==> config.mk <==
export PLATFORM = sky130hd
export DESIGN_NAME = pcra_ctrl
export DESIGN_NICKNAME = d
export VERILOG_FILES = /design/src/pcra_pkg.sv /design/src/pcra_timer.sv /design/src/pcra_ctrl.sv
export SDC_FILE = /design/constraint.sdc
export NUM_CORES = 1
export LEC_CHECK = 0
export ABC_CLOCK_PERIOD_IN_PS = 3400
export BUFFER_PORTS_ARGS = -buffer_cell sky130_fd_sc_hd__buf_4
export CORE_ASPECT_RATIO = 0.6
export CORE_MARGIN = 2
export CORE_UTILIZATION = 35
export DETAILED_ROUTE_END_ITERATION = 8
export PLACE_DENSITY = 0.64
export SYNTH_ARGS = -nofsm -noshare
export SYNTH_HDL_FRONTEND = slang
export SYNTH_HIERARCHICAL = 1
export SYNTH_SLANG_ARGS = --single-unit
==> constraint.sdc <==
create_clock -name clk -period 3.4 [get_ports clk]
set_input_delay 0.85 -clock clk [delete_from_list [all_inputs] [get_ports clk]]
set_output_delay 0.85 -clock clk [all_outputs]
set_load 0.05 [all_outputs]
==> src/pcra_pkg.sv <==
// Package of constants for the pseudo-static memory configuration controller
package pcra_pkg;
	// ==========================================
	// Pin widths and addresses
	localparam int ADDR_W = 22;
	localparam int DATA_W = 16;
	localparam logic [21:0] TOP_ADDR = 22'h3FFFFF;
	localparam logic [21:0] CFG_DEFAULT = 22'h000070;
	// ==========================================
	// Configuration word fields
	localparam int CFG_PAGE_BIT = 7;
	localparam int CFG_TCR_LO = 5;
	localparam int CFG_SLEEP_BIT = 4;
	localparam int CFG_PAR_LO = 0;
	localparam logic [21:0] CFG_LEGAL_MASK = 22'h0000F7;
	localparam logic [1:0] TCR_85C = 2'h3;
	localparam logic [1:0] TCR_70C = 2'h0;
	localparam logic [1:0] TCR_45C = 2'h1;
	localparam logic [1:0] TCR_15C = 2'h2;
	localparam logic [2:0] PAR_FULL = 3'h0;
	localparam logic [2:0] PAR_NONE = 3'h4;
	// ==========================================
	// Controller register offsets and command codes
	localparam logic [3:0] REG_CTRL = 4'h0;
	localparam logic [3:0] REG_WDATA = 4'h1;
	localparam logic [3:0] REG_STATUS = 4'h2;
	localparam logic [3:0] REG_RDATA = 4'h3;
	localparam logic [3:0] REG_SHADOW = 4'h4;
	localparam logic [1:0] CMD_SW_LOAD = 2'h1;
	localparam logic [1:0] CMD_SW_READ = 2'h2;
	localparam logic [1:0] CMD_ZZ_LOAD = 2'h3;
	// ==========================================
	// Timing, 200 MHz clock
	localparam int CLK_MHZ = 200;
	localparam int T_CYCLE_NS = 80;
	localparam int T_CYCLE_CYC = (T_CYCLE_NS * CLK_MHZ + 999) / 1000;
	localparam int T_ZZWE_NS = 50;
	localparam int T_ZZWE_CYC = (T_ZZWE_NS * CLK_MHZ + 999) / 1000;
	localparam int T_ZZ_US = 11;
	localparam int T_ZZ_CYC = T_ZZ_US * CLK_MHZ;
	localparam int T_INIT_US = 150;
	localparam int T_INIT_CYC = T_INIT_US * CLK_MHZ;
	typedef enum logic [7:0] {
		PCRA_IDLE = 8'h01,
		PCRA_SETUP = 8'h02,
		PCRA_STROBE = 8'h04,
		PCRA_GAP = 8'h08,
		PCRA_ZZ_FALL = 8'h10,
		PCRA_SLEEP = 8'h20,
		PCRA_INIT = 8'h40,
		PCRA_DONE = 8'h80
	} pcra_state_e;
endpackage

==> src/pcra_timer.sv <==
// Down counter that pulses done when a loaded cycle count runs out
`timescale 1ns/1ps
module pcra_timer #(
	parameter int W = 16
) (
	input wire logic clk,
	input wire logic rstn,
	input wire logic load,
	input wire logic [W-1:0] count,
	output logic done
);
	logic [W-1:0] cnt;
	logic run;
	always_ff @(posedge clk or negedge rstn) begin
		if (!rstn) begin
			cnt <= '0;
			run <= 1'b0;
			done <= 1'b0;
		end else begin
			done <= 1'b0;
			if (load) begin
				cnt <= count;
				run <= 1'b1;
			end else if (run) begin
				if (cnt <= {{(W-1){1'b0}}, 1'b1}) begin
					run <= 1'b0;
					done <= 1'b1;
				end else begin
					cnt <= cnt - {{(W-1){1'b0}}, 1'b1};
				end
			end
		end
	end
endmodule

==> src/pcra_ctrl.sv <==
// Host controller loading and reading the memory configuration word
// Function
// - Software load: two reads then two writes, last write carries new word.
// - Software read: two reads, one write, then a read returning the word.
// - Every cycle of the software sequence addresses 3FFFFFh.
// - Host writes zero to reserved bits 21..8 and bit 3.
// - Deep powerdown changes only via sleep-pin load, not software.
// - After deep powerdown exit wait 150us before normal access.
// - Host programs temperature setting at or above case temperature.
// - Sleep-pin load: write after sleep pin falls, address lines give word.
// - Sleep pin low over 10us enters mode chosen by bit 4; the controller lets software release it sooner.
`timescale 1ns/1ps
module pcra_ctrl
	import pcra_pkg::*;
#(
	parameter int ZZ_CYC = pcra_pkg::T_ZZ_CYC,
	parameter int INIT_CYC = pcra_pkg::T_INIT_CYC
) (
	input wire logic clk,
	input wire logic rstn,
	input wire logic [3:0] reg_addr,
	input wire logic [31:0] reg_wdata,
	input wire logic reg_wr,
	input wire logic reg_rd,
	output logic [31:0] reg_rdata,
	output logic [pcra_pkg::ADDR_W-1:0] mem_addr,
	output logic [pcra_pkg::DATA_W-1:0] mem_dq_out,
	output logic mem_dq_oe,
	input wire logic [pcra_pkg::DATA_W-1:0] mem_dq_in,
	output logic mem_ce_n,
	output logic mem_oe_n,
	output logic mem_we_n,
	output logic mem_lb_n,
	output logic mem_ub_n,
	output logic sleep_pin_n
);
	import pcra_pkg::*;
	// ==========================================
	// Register decode
	logic [21:0] wdata;
	logic [21:0] shadow;
	logic [15:0] rdata;
	logic busy;
	logic sw_loaded;
	logic init_wait;
	logic [1:0] cmd;
	logic sleep_req;
	logic [1:0] step;
	logic [7:0] ph_cnt;
	pcra_state_e state;
	pcra_state_e next_state;
	wire wr_ctrl = reg_wr && reg_addr == REG_CTRL;
	wire wr_wdata = reg_wr && reg_addr == REG_WDATA;
	wire [1:0] ctrl_cmd = reg_wdata[1:0];
	// Deep powerdown bit cannot change by software load; keep current bit 4
	wire cmd_illegal = ctrl_cmd == CMD_SW_LOAD && wdata[CFG_SLEEP_BIT] != shadow[CFG_SLEEP_BIT];
	// Sleep entry wins over a command carried in the same write
	wire start = wr_ctrl && !busy && ctrl_cmd != 2'h0 && !cmd_illegal && !reg_wdata[2];
	wire sleep_start = wr_ctrl && !busy && reg_wdata[2];
	wire [21:0] wclean = wdata & CFG_LEGAL_MASK;
	// Step 2 is a write for both kinds; step 3 is write for load, read for read
	wire step_is_wr = step == 2'h2 || (step == 2'h3 && cmd == CMD_SW_LOAD);
	wire ph_done = ph_cnt == 8'h00;
	wire [31:0] status_word = {24'h0, 3'h0, init_wait, sw_loaded, state == PCRA_SLEEP, 1'b0, busy};
	wire [2:0] par_field = shadow[CFG_PAR_LO+2:CFG_PAR_LO];
	wire par_none = par_field == PAR_NONE;
	wire [31:0] shadow_word = {par_none, 23'h0, shadow[7:0]};
	logic timer_load;
	logic [15:0] timer_count;
	logic timer_done;
	pcra_timer #(.W(16)) pcra_timer_i (
		.clk(clk),
		.rstn(rstn),
		.load(timer_load),
		.count(timer_count),
		.done(timer_done)
	);
	// ==========================================
	// Sequencer
	always_comb begin
		next_state = state;
		timer_load = 1'b0;
		timer_count = 16'(ZZ_CYC);
		unique case (state)
			PCRA_IDLE: begin
				if (sleep_start) begin
					next_state = PCRA_SLEEP;
					timer_load = 1'b1;
				end else if (start) begin
					next_state = ctrl_cmd == CMD_ZZ_LOAD ? PCRA_ZZ_FALL : PCRA_SETUP;
				end
			end
			PCRA_SETUP: if (ph_done) next_state = PCRA_STROBE;
			PCRA_STROBE: if (ph_done) next_state = PCRA_GAP;
			PCRA_GAP: begin
				if (ph_done) next_state = (cmd == CMD_ZZ_LOAD || step == 2'h3) ? PCRA_DONE
					: PCRA_SETUP;
			end
			PCRA_ZZ_FALL: if (ph_done) next_state = PCRA_STROBE;
			PCRA_SLEEP: begin
				// Sleep pin held low until software releases it; the minimum low time is not checked
				if (wr_ctrl && reg_wdata[3]) begin
					next_state = PCRA_INIT;
					timer_load = 1'b1;
					timer_count = 16'(INIT_CYC);
				end
			end
			PCRA_INIT: if (timer_done || !init_wait) next_state = PCRA_DONE;
			PCRA_DONE: next_state = PCRA_IDLE;
		endcase
	end
	always_ff @(posedge clk or negedge rstn) begin
		if (!rstn) begin
			state <= PCRA_IDLE;
			cmd <= 2'h0;
			step <= 2'h0;
			ph_cnt <= 8'h00;
			busy <= 1'b0;
		end else begin
			state <= next_state;
			ph_cnt <= ph_done ? 8'h00 : ph_cnt - 8'h01;
			if (state == PCRA_IDLE && start) begin
				cmd <= ctrl_cmd;
				step <= 2'h0;
				busy <= 1'b1;
				ph_cnt <= ctrl_cmd == CMD_ZZ_LOAD ? 8'(T_ZZWE_CYC) : 8'h01;
			end else if (state == PCRA_IDLE && sleep_start) begin
				// No command, so leaving sleep loads no stale staged word
				cmd <= 2'h0;
				busy <= 1'b1;
			end else if (next_state == PCRA_STROBE && state != PCRA_STROBE) begin
				ph_cnt <= 8'(T_CYCLE_CYC);
			end else if (next_state == PCRA_GAP && state != PCRA_GAP) begin
				ph_cnt <= 8'h02;
			end else if (state == PCRA_GAP && next_state == PCRA_SETUP) begin
				step <= step + 2'h1;
				ph_cnt <= 8'h01;
			end
			if (state == PCRA_DONE) begin
				busy <= 1'b0;
			end
		end
	end
	// ==========================================
	// Memory pins
	wire strobing = state == PCRA_STROBE;
	wire in_seq = state == PCRA_SETUP || strobing || state == PCRA_GAP;
	wire zz_low = state == PCRA_ZZ_FALL || state == PCRA_SLEEP
		|| (cmd == CMD_ZZ_LOAD && (strobing || state == PCRA_GAP));
	always_ff @(posedge clk or negedge rstn) begin
		if (!rstn) begin
			mem_addr <= 22'h0;
			mem_dq_out <= 16'h0;
			mem_dq_oe <= 1'b0;
			mem_ce_n <= 1'b1;
			mem_oe_n <= 1'b1;
			mem_we_n <= 1'b1;
			mem_lb_n <= 1'b1;
			mem_ub_n <= 1'b1;
			sleep_pin_n <= 1'b1;
		end else begin
			sleep_pin_n <= !zz_low;
			if (cmd == CMD_ZZ_LOAD && in_seq) begin
				mem_addr <= wclean;
			end else begin
				mem_addr <= TOP_ADDR;
			end
			mem_ce_n <= !(strobing && !ph_done);
			mem_we_n <= !(strobing && !ph_done && (step_is_wr || cmd == CMD_ZZ_LOAD));
			mem_oe_n <= !(strobing && !ph_done && !step_is_wr && cmd != CMD_ZZ_LOAD);
			mem_lb_n <= !(strobing && !ph_done && cmd != CMD_ZZ_LOAD);
			mem_ub_n <= !(strobing && !ph_done && cmd != CMD_ZZ_LOAD);
			mem_dq_oe <= in_seq && step_is_wr && cmd != CMD_ZZ_LOAD;
			// Third step writes the current word back so nothing changes
			mem_dq_out <= step == 2'h3 ? wclean[15:0] : shadow[15:0];
		end
	end
	// ==========================================
	// Shadow of configuration word and flags
	wire rd_capture = strobing && ph_cnt == 8'h01 && step == 2'h3 && cmd == CMD_SW_READ;
	wire load_done = state == PCRA_DONE && (cmd == CMD_SW_LOAD || cmd == CMD_ZZ_LOAD);
	always_ff @(posedge clk or negedge rstn) begin
		if (!rstn) begin
			// Staged word starts at the hottest refresh setting, the safe choice
			wdata <= CFG_DEFAULT;
			shadow <= CFG_DEFAULT;
			rdata <= 16'h0;
			sw_loaded <= 1'b0;
			init_wait <= 1'b0;
		end else begin
			if (wr_wdata && !busy) begin
				wdata <= reg_wdata[21:0];
			end
			if (rd_capture) begin
				rdata <= mem_dq_in;
			end
			if (load_done) begin
				shadow <= wclean;
			end
			if (load_done && cmd == CMD_SW_LOAD) begin
				sw_loaded <= 1'b1;
			end
			// Releasing the pin from deep powerdown needs the full init wait
			if (state == PCRA_SLEEP && next_state == PCRA_INIT) begin
				init_wait <= !shadow[CFG_SLEEP_BIT] || sw_loaded;
			end else if (timer_done) begin
				init_wait <= 1'b0;
			end
		end
	end
	always_ff @(posedge clk or negedge rstn) begin
		if (!rstn) begin
			reg_rdata <= 32'h0;
		end else if (reg_rd) begin
			unique case (reg_addr)
				REG_WDATA: reg_rdata <= {10'h0, wdata};
				REG_STATUS: reg_rdata <= status_word;
				REG_RDATA: reg_rdata <= {16'h0, rdata};
				REG_SHADOW: reg_rdata <= shadow_word;
				default: reg_rdata <= 32'h0;
			endcase
		end else begin
			reg_rdata <= 32'h0;
		end
	end
endmodule

==> impl_metrics.tcl <==
set metrics [dict create \
    outcome "complete, no violations" \
    timing.fmax_mhz 364 \
    critPathRequiredTime_ns 3.70 \
    cts_hold_buf 0 \
    layout_common_cells "dfrtp_1 (118), buf_4 (116), nor2_1 (46)" \
    rsz0062_at_grt "no" \
    skew_ns 0.0111 \
    maxCapViolations 0 \
    syn_area_um2 6390 \
    syn_inst 581 \
    port_buffers 104 \
    via_count 4866 \
    grtUsageTotal_pct 17.1 \
    fp.dieArea_um2 19400 \
    grt_pass1_vias 4785 \
    grt_max_degree 49 \
    ir_drop_mv 0.319 \
    crit_buf_inv 2 \
    die_height_um 109 \
    wl_mm 15.6 \
    start_util_pct 35.5 \
    crit_path_end_kind "flop" \
    worstMarginPinSlew_ns 0.929 \
    seq_area_um2 3270 \
    post-cts-setup-buffers 0 \
    place_congestion 0.854 \
    path_clk_slew_ns 0.07 \
    grt_pass1_wl_mm 25.6 \
    total_power_mw 5.64 \
    clk_latency_ns 0.42 \
    drive_above_1_share_pct 31.0 \
    layout_commonest_cell "dfrtp_1" \
    ys.flop_type "dfrtp_1" \
    ys_warn_count 6 \
    hp-class "input port to async pin" \
    p_leak_nw 3.49 \
    firstDrtPassIters 5 \
    cts.path.max_buffers 2 \
    seq_area_frac_synth_pct 51.2 \
    yosysTopAreaCell "dfrtp_1" \
    core-area_um2 18000 \
    setup_viol 0 \
    synthArstFlopShare_pct 100 \
    critPathLaunchType "flop" \
    min_period_over_period_pct 80.9 \
    routedWlPerCell_um 16.8 \
    path_cells "nor4_4 > and3_1 > nor2b_1 > inv_1 > o21ai_1 > buf_4 > nand2b_1 > o21ai_0 > o21bai_1 > a41o_1" \
    ant_nets 0 \
    syn-mean-instance-area_um2 11.0 \
    slowest_delay_ns 0.54 \
    pin_count 133 \
    grt_antenna_before_repair 0 \
    p_per_area_nw_per_um2 718 \
    fillers 1683 \
    area_growth_pct 22.9 \
    yosysTopAreaCellShare_pct 46.2 \
    fp-row-count 38 \
    numCtsBuffers 17 \
    max-slew-margin-rel_pct 37.2 \
    ctsResizeCount 0 \
    nets 739 \
    dp_hpwl_mm 11.3 \
    critical_path_class "flop to flop" \
    clock-root-buffer "clkbuf_16" \
    cts.htree.levels 4 \
    cts_tree "done" \
    diodes 0 \
    finalHoldViolCount 0 \
    r2r_slack_ns 0.65 \
    globalRouteOverflowTotal 0 \
    cts.sink_count 130 \
    period_minus_slack_ns 2.75 \
    synth_seq_cells 130 \
    route.detailed.drc 0 \
    cp_slowest_cell "dfrtp_1" \
    synth_area_leaders "dfrtp_1 (46%), mux2_2 (6.0%), dfstp_2 (4.9%)" \
    setup_tns_ns 0 \
    drtIter0Drc 479 \
    ys_types 74 \
    final_max_slew_viol_count 0 \
    crit_fanout 18 \
    cp.arrival_ns 3.05 \
    fp.dieW_um 178 \
    multi_input_area_um2 2720 \
    holdWs_ns 0.432 \
    path_delay_family "simple AND/OR/NAND/NOR gates" \
    vias_per_cell 5.23 \
    synth_edf_count 0 \
]
## worst register-to-register path, cell delays in order (launching register included)
cell	delay (ns)
dfrtp_1	0.54
nor4_4	0.45
and3_1	0.39
nor2b_1	0.22
inv_1	0.11
o21ai_1	0.09
buf_4	0.24
nand2b_1	0.15
o21ai_0	0.07
o21bai_1	0.17
a41o_1	0.21
## sequential cells by signal, indices dropped and copies added (netlist names), 2 cells and up
signal            count
cmd                   2
mem_addr              8
mem_dq_out            7
pcra_timer_i/cnt     16
ph_cnt                8
rdata                16
reg_rdata            23
shadow                7
state                 8
step                  2
wdata                22
## layout make-up
| class | count | area share, % |
|---|---|---|
| Clock buffer | 18 | 5.59 |
| Multi-Input combinational cell | 390 | 34.6 |
| Timing Repair Buffer | 117 | 11.3 |
| Tap cell | 240 | 3.82 |
| Inverter | 21 | 1.00 |
| Sequential cell | 130 | 41.6 |
| Clock inverter | 14 | 1.99 |
## per-layer routing
layer  GRT usage [%]  wire length, um
met5               0                0
met4            4.47              114
met3            3.77             1030
met2            25.8             6950
met1            24.9             7560
## final timing paths
kind                          start             endpoint  cells past startpoint
setup / recovery           state[1]  pcra_timer_i/cnt[7]                     10
hold / removal                 rstn        reg_rdata[10]                      1
setup reg to reg           state[1]  pcra_timer_i/cnt[7]                     10
hold reg to reg            rdata[3]             rdata[3]                      1
max in group asynchronous      rstn             mem_we_n                      2
min in group clk           rdata[3]             rdata[3]                      1
## kinds of logic (layout without fill, tap and decap cells)
family,Yosys count,after routing,share of synthesized area (%)
AOI/OAI and AO/OA,107,107,11.7
xor gates and xnor gates,10,10,1.37
adders and majority gates,6,6,1.18
buffers and inverters,84,170,7.85
DFF,130,130,51.2
muxes,52,52,9.15
other,2,25,0.118
and+or+nand+nor,190,190,17.5
## synth_stat cells (3+ instances only)
library cell / instances
a211oi_1: 4
o2111ai_1: 3
o31a_1: 3
nor4_4: 4
a222oi_1: 5
o41ai_1: 3
or3_1: 9
nand2b_1: 3
dfstp_2: 12
buf_4: 33
dfrtp_1: 118
mux2_2: 34
ha_1: 6
nor3_1: 14
a22oi_1: 11
nand3_1: 13
clkbuf_1: 12
xor2_1: 3
or4_4: 3
o21ai_0: 19
a21o_1: 4
a21oi_1: 18
a2bb2oi_1: 3
buf_2: 10
nand4_1: 5
nor2b_1: 8
a31oi_1: 6
buf_6: 4
o31ai_1: 4
nor4b_1: 6
nor2_1: 46
o22ai_1: 3
or4_1: 3
inv_1: 21
xnor2_1: 7
o21ai_1: 3
a221oi_1: 3
nand2_1: 35
and3_1: 9
nor4_1: 9
mux2_1: 17
## through the flow
| stage | instances | utilization, % | setup WS [ns] | cell area (um2) |
|---|---|---|---|---|
| 2_1_floorplan | 604 | - | 0.507 | 6470 |
| 3_3_place_gp | 898 | 40.4 | 0.542 | 7260 |
| 3_5_place_dp | 898 | 40.4 | 0.490 | 7260 |
| 4_1_cts | 930 | 43.7 | 0.655 | 7850 |
| 5_1_grt | 930 | 43.7 | 0.442 | 7850 |
| 6_report | 930 | 43.7 | 0.651 | 7850 |
## power by group
part | switching [mW] | internal, mW
Sequential | 0.378 | 1.91
Clock | 0.781 | 1.07
Combinational | 0.881 | 0.626
Power figures use the tool's default switching activity.
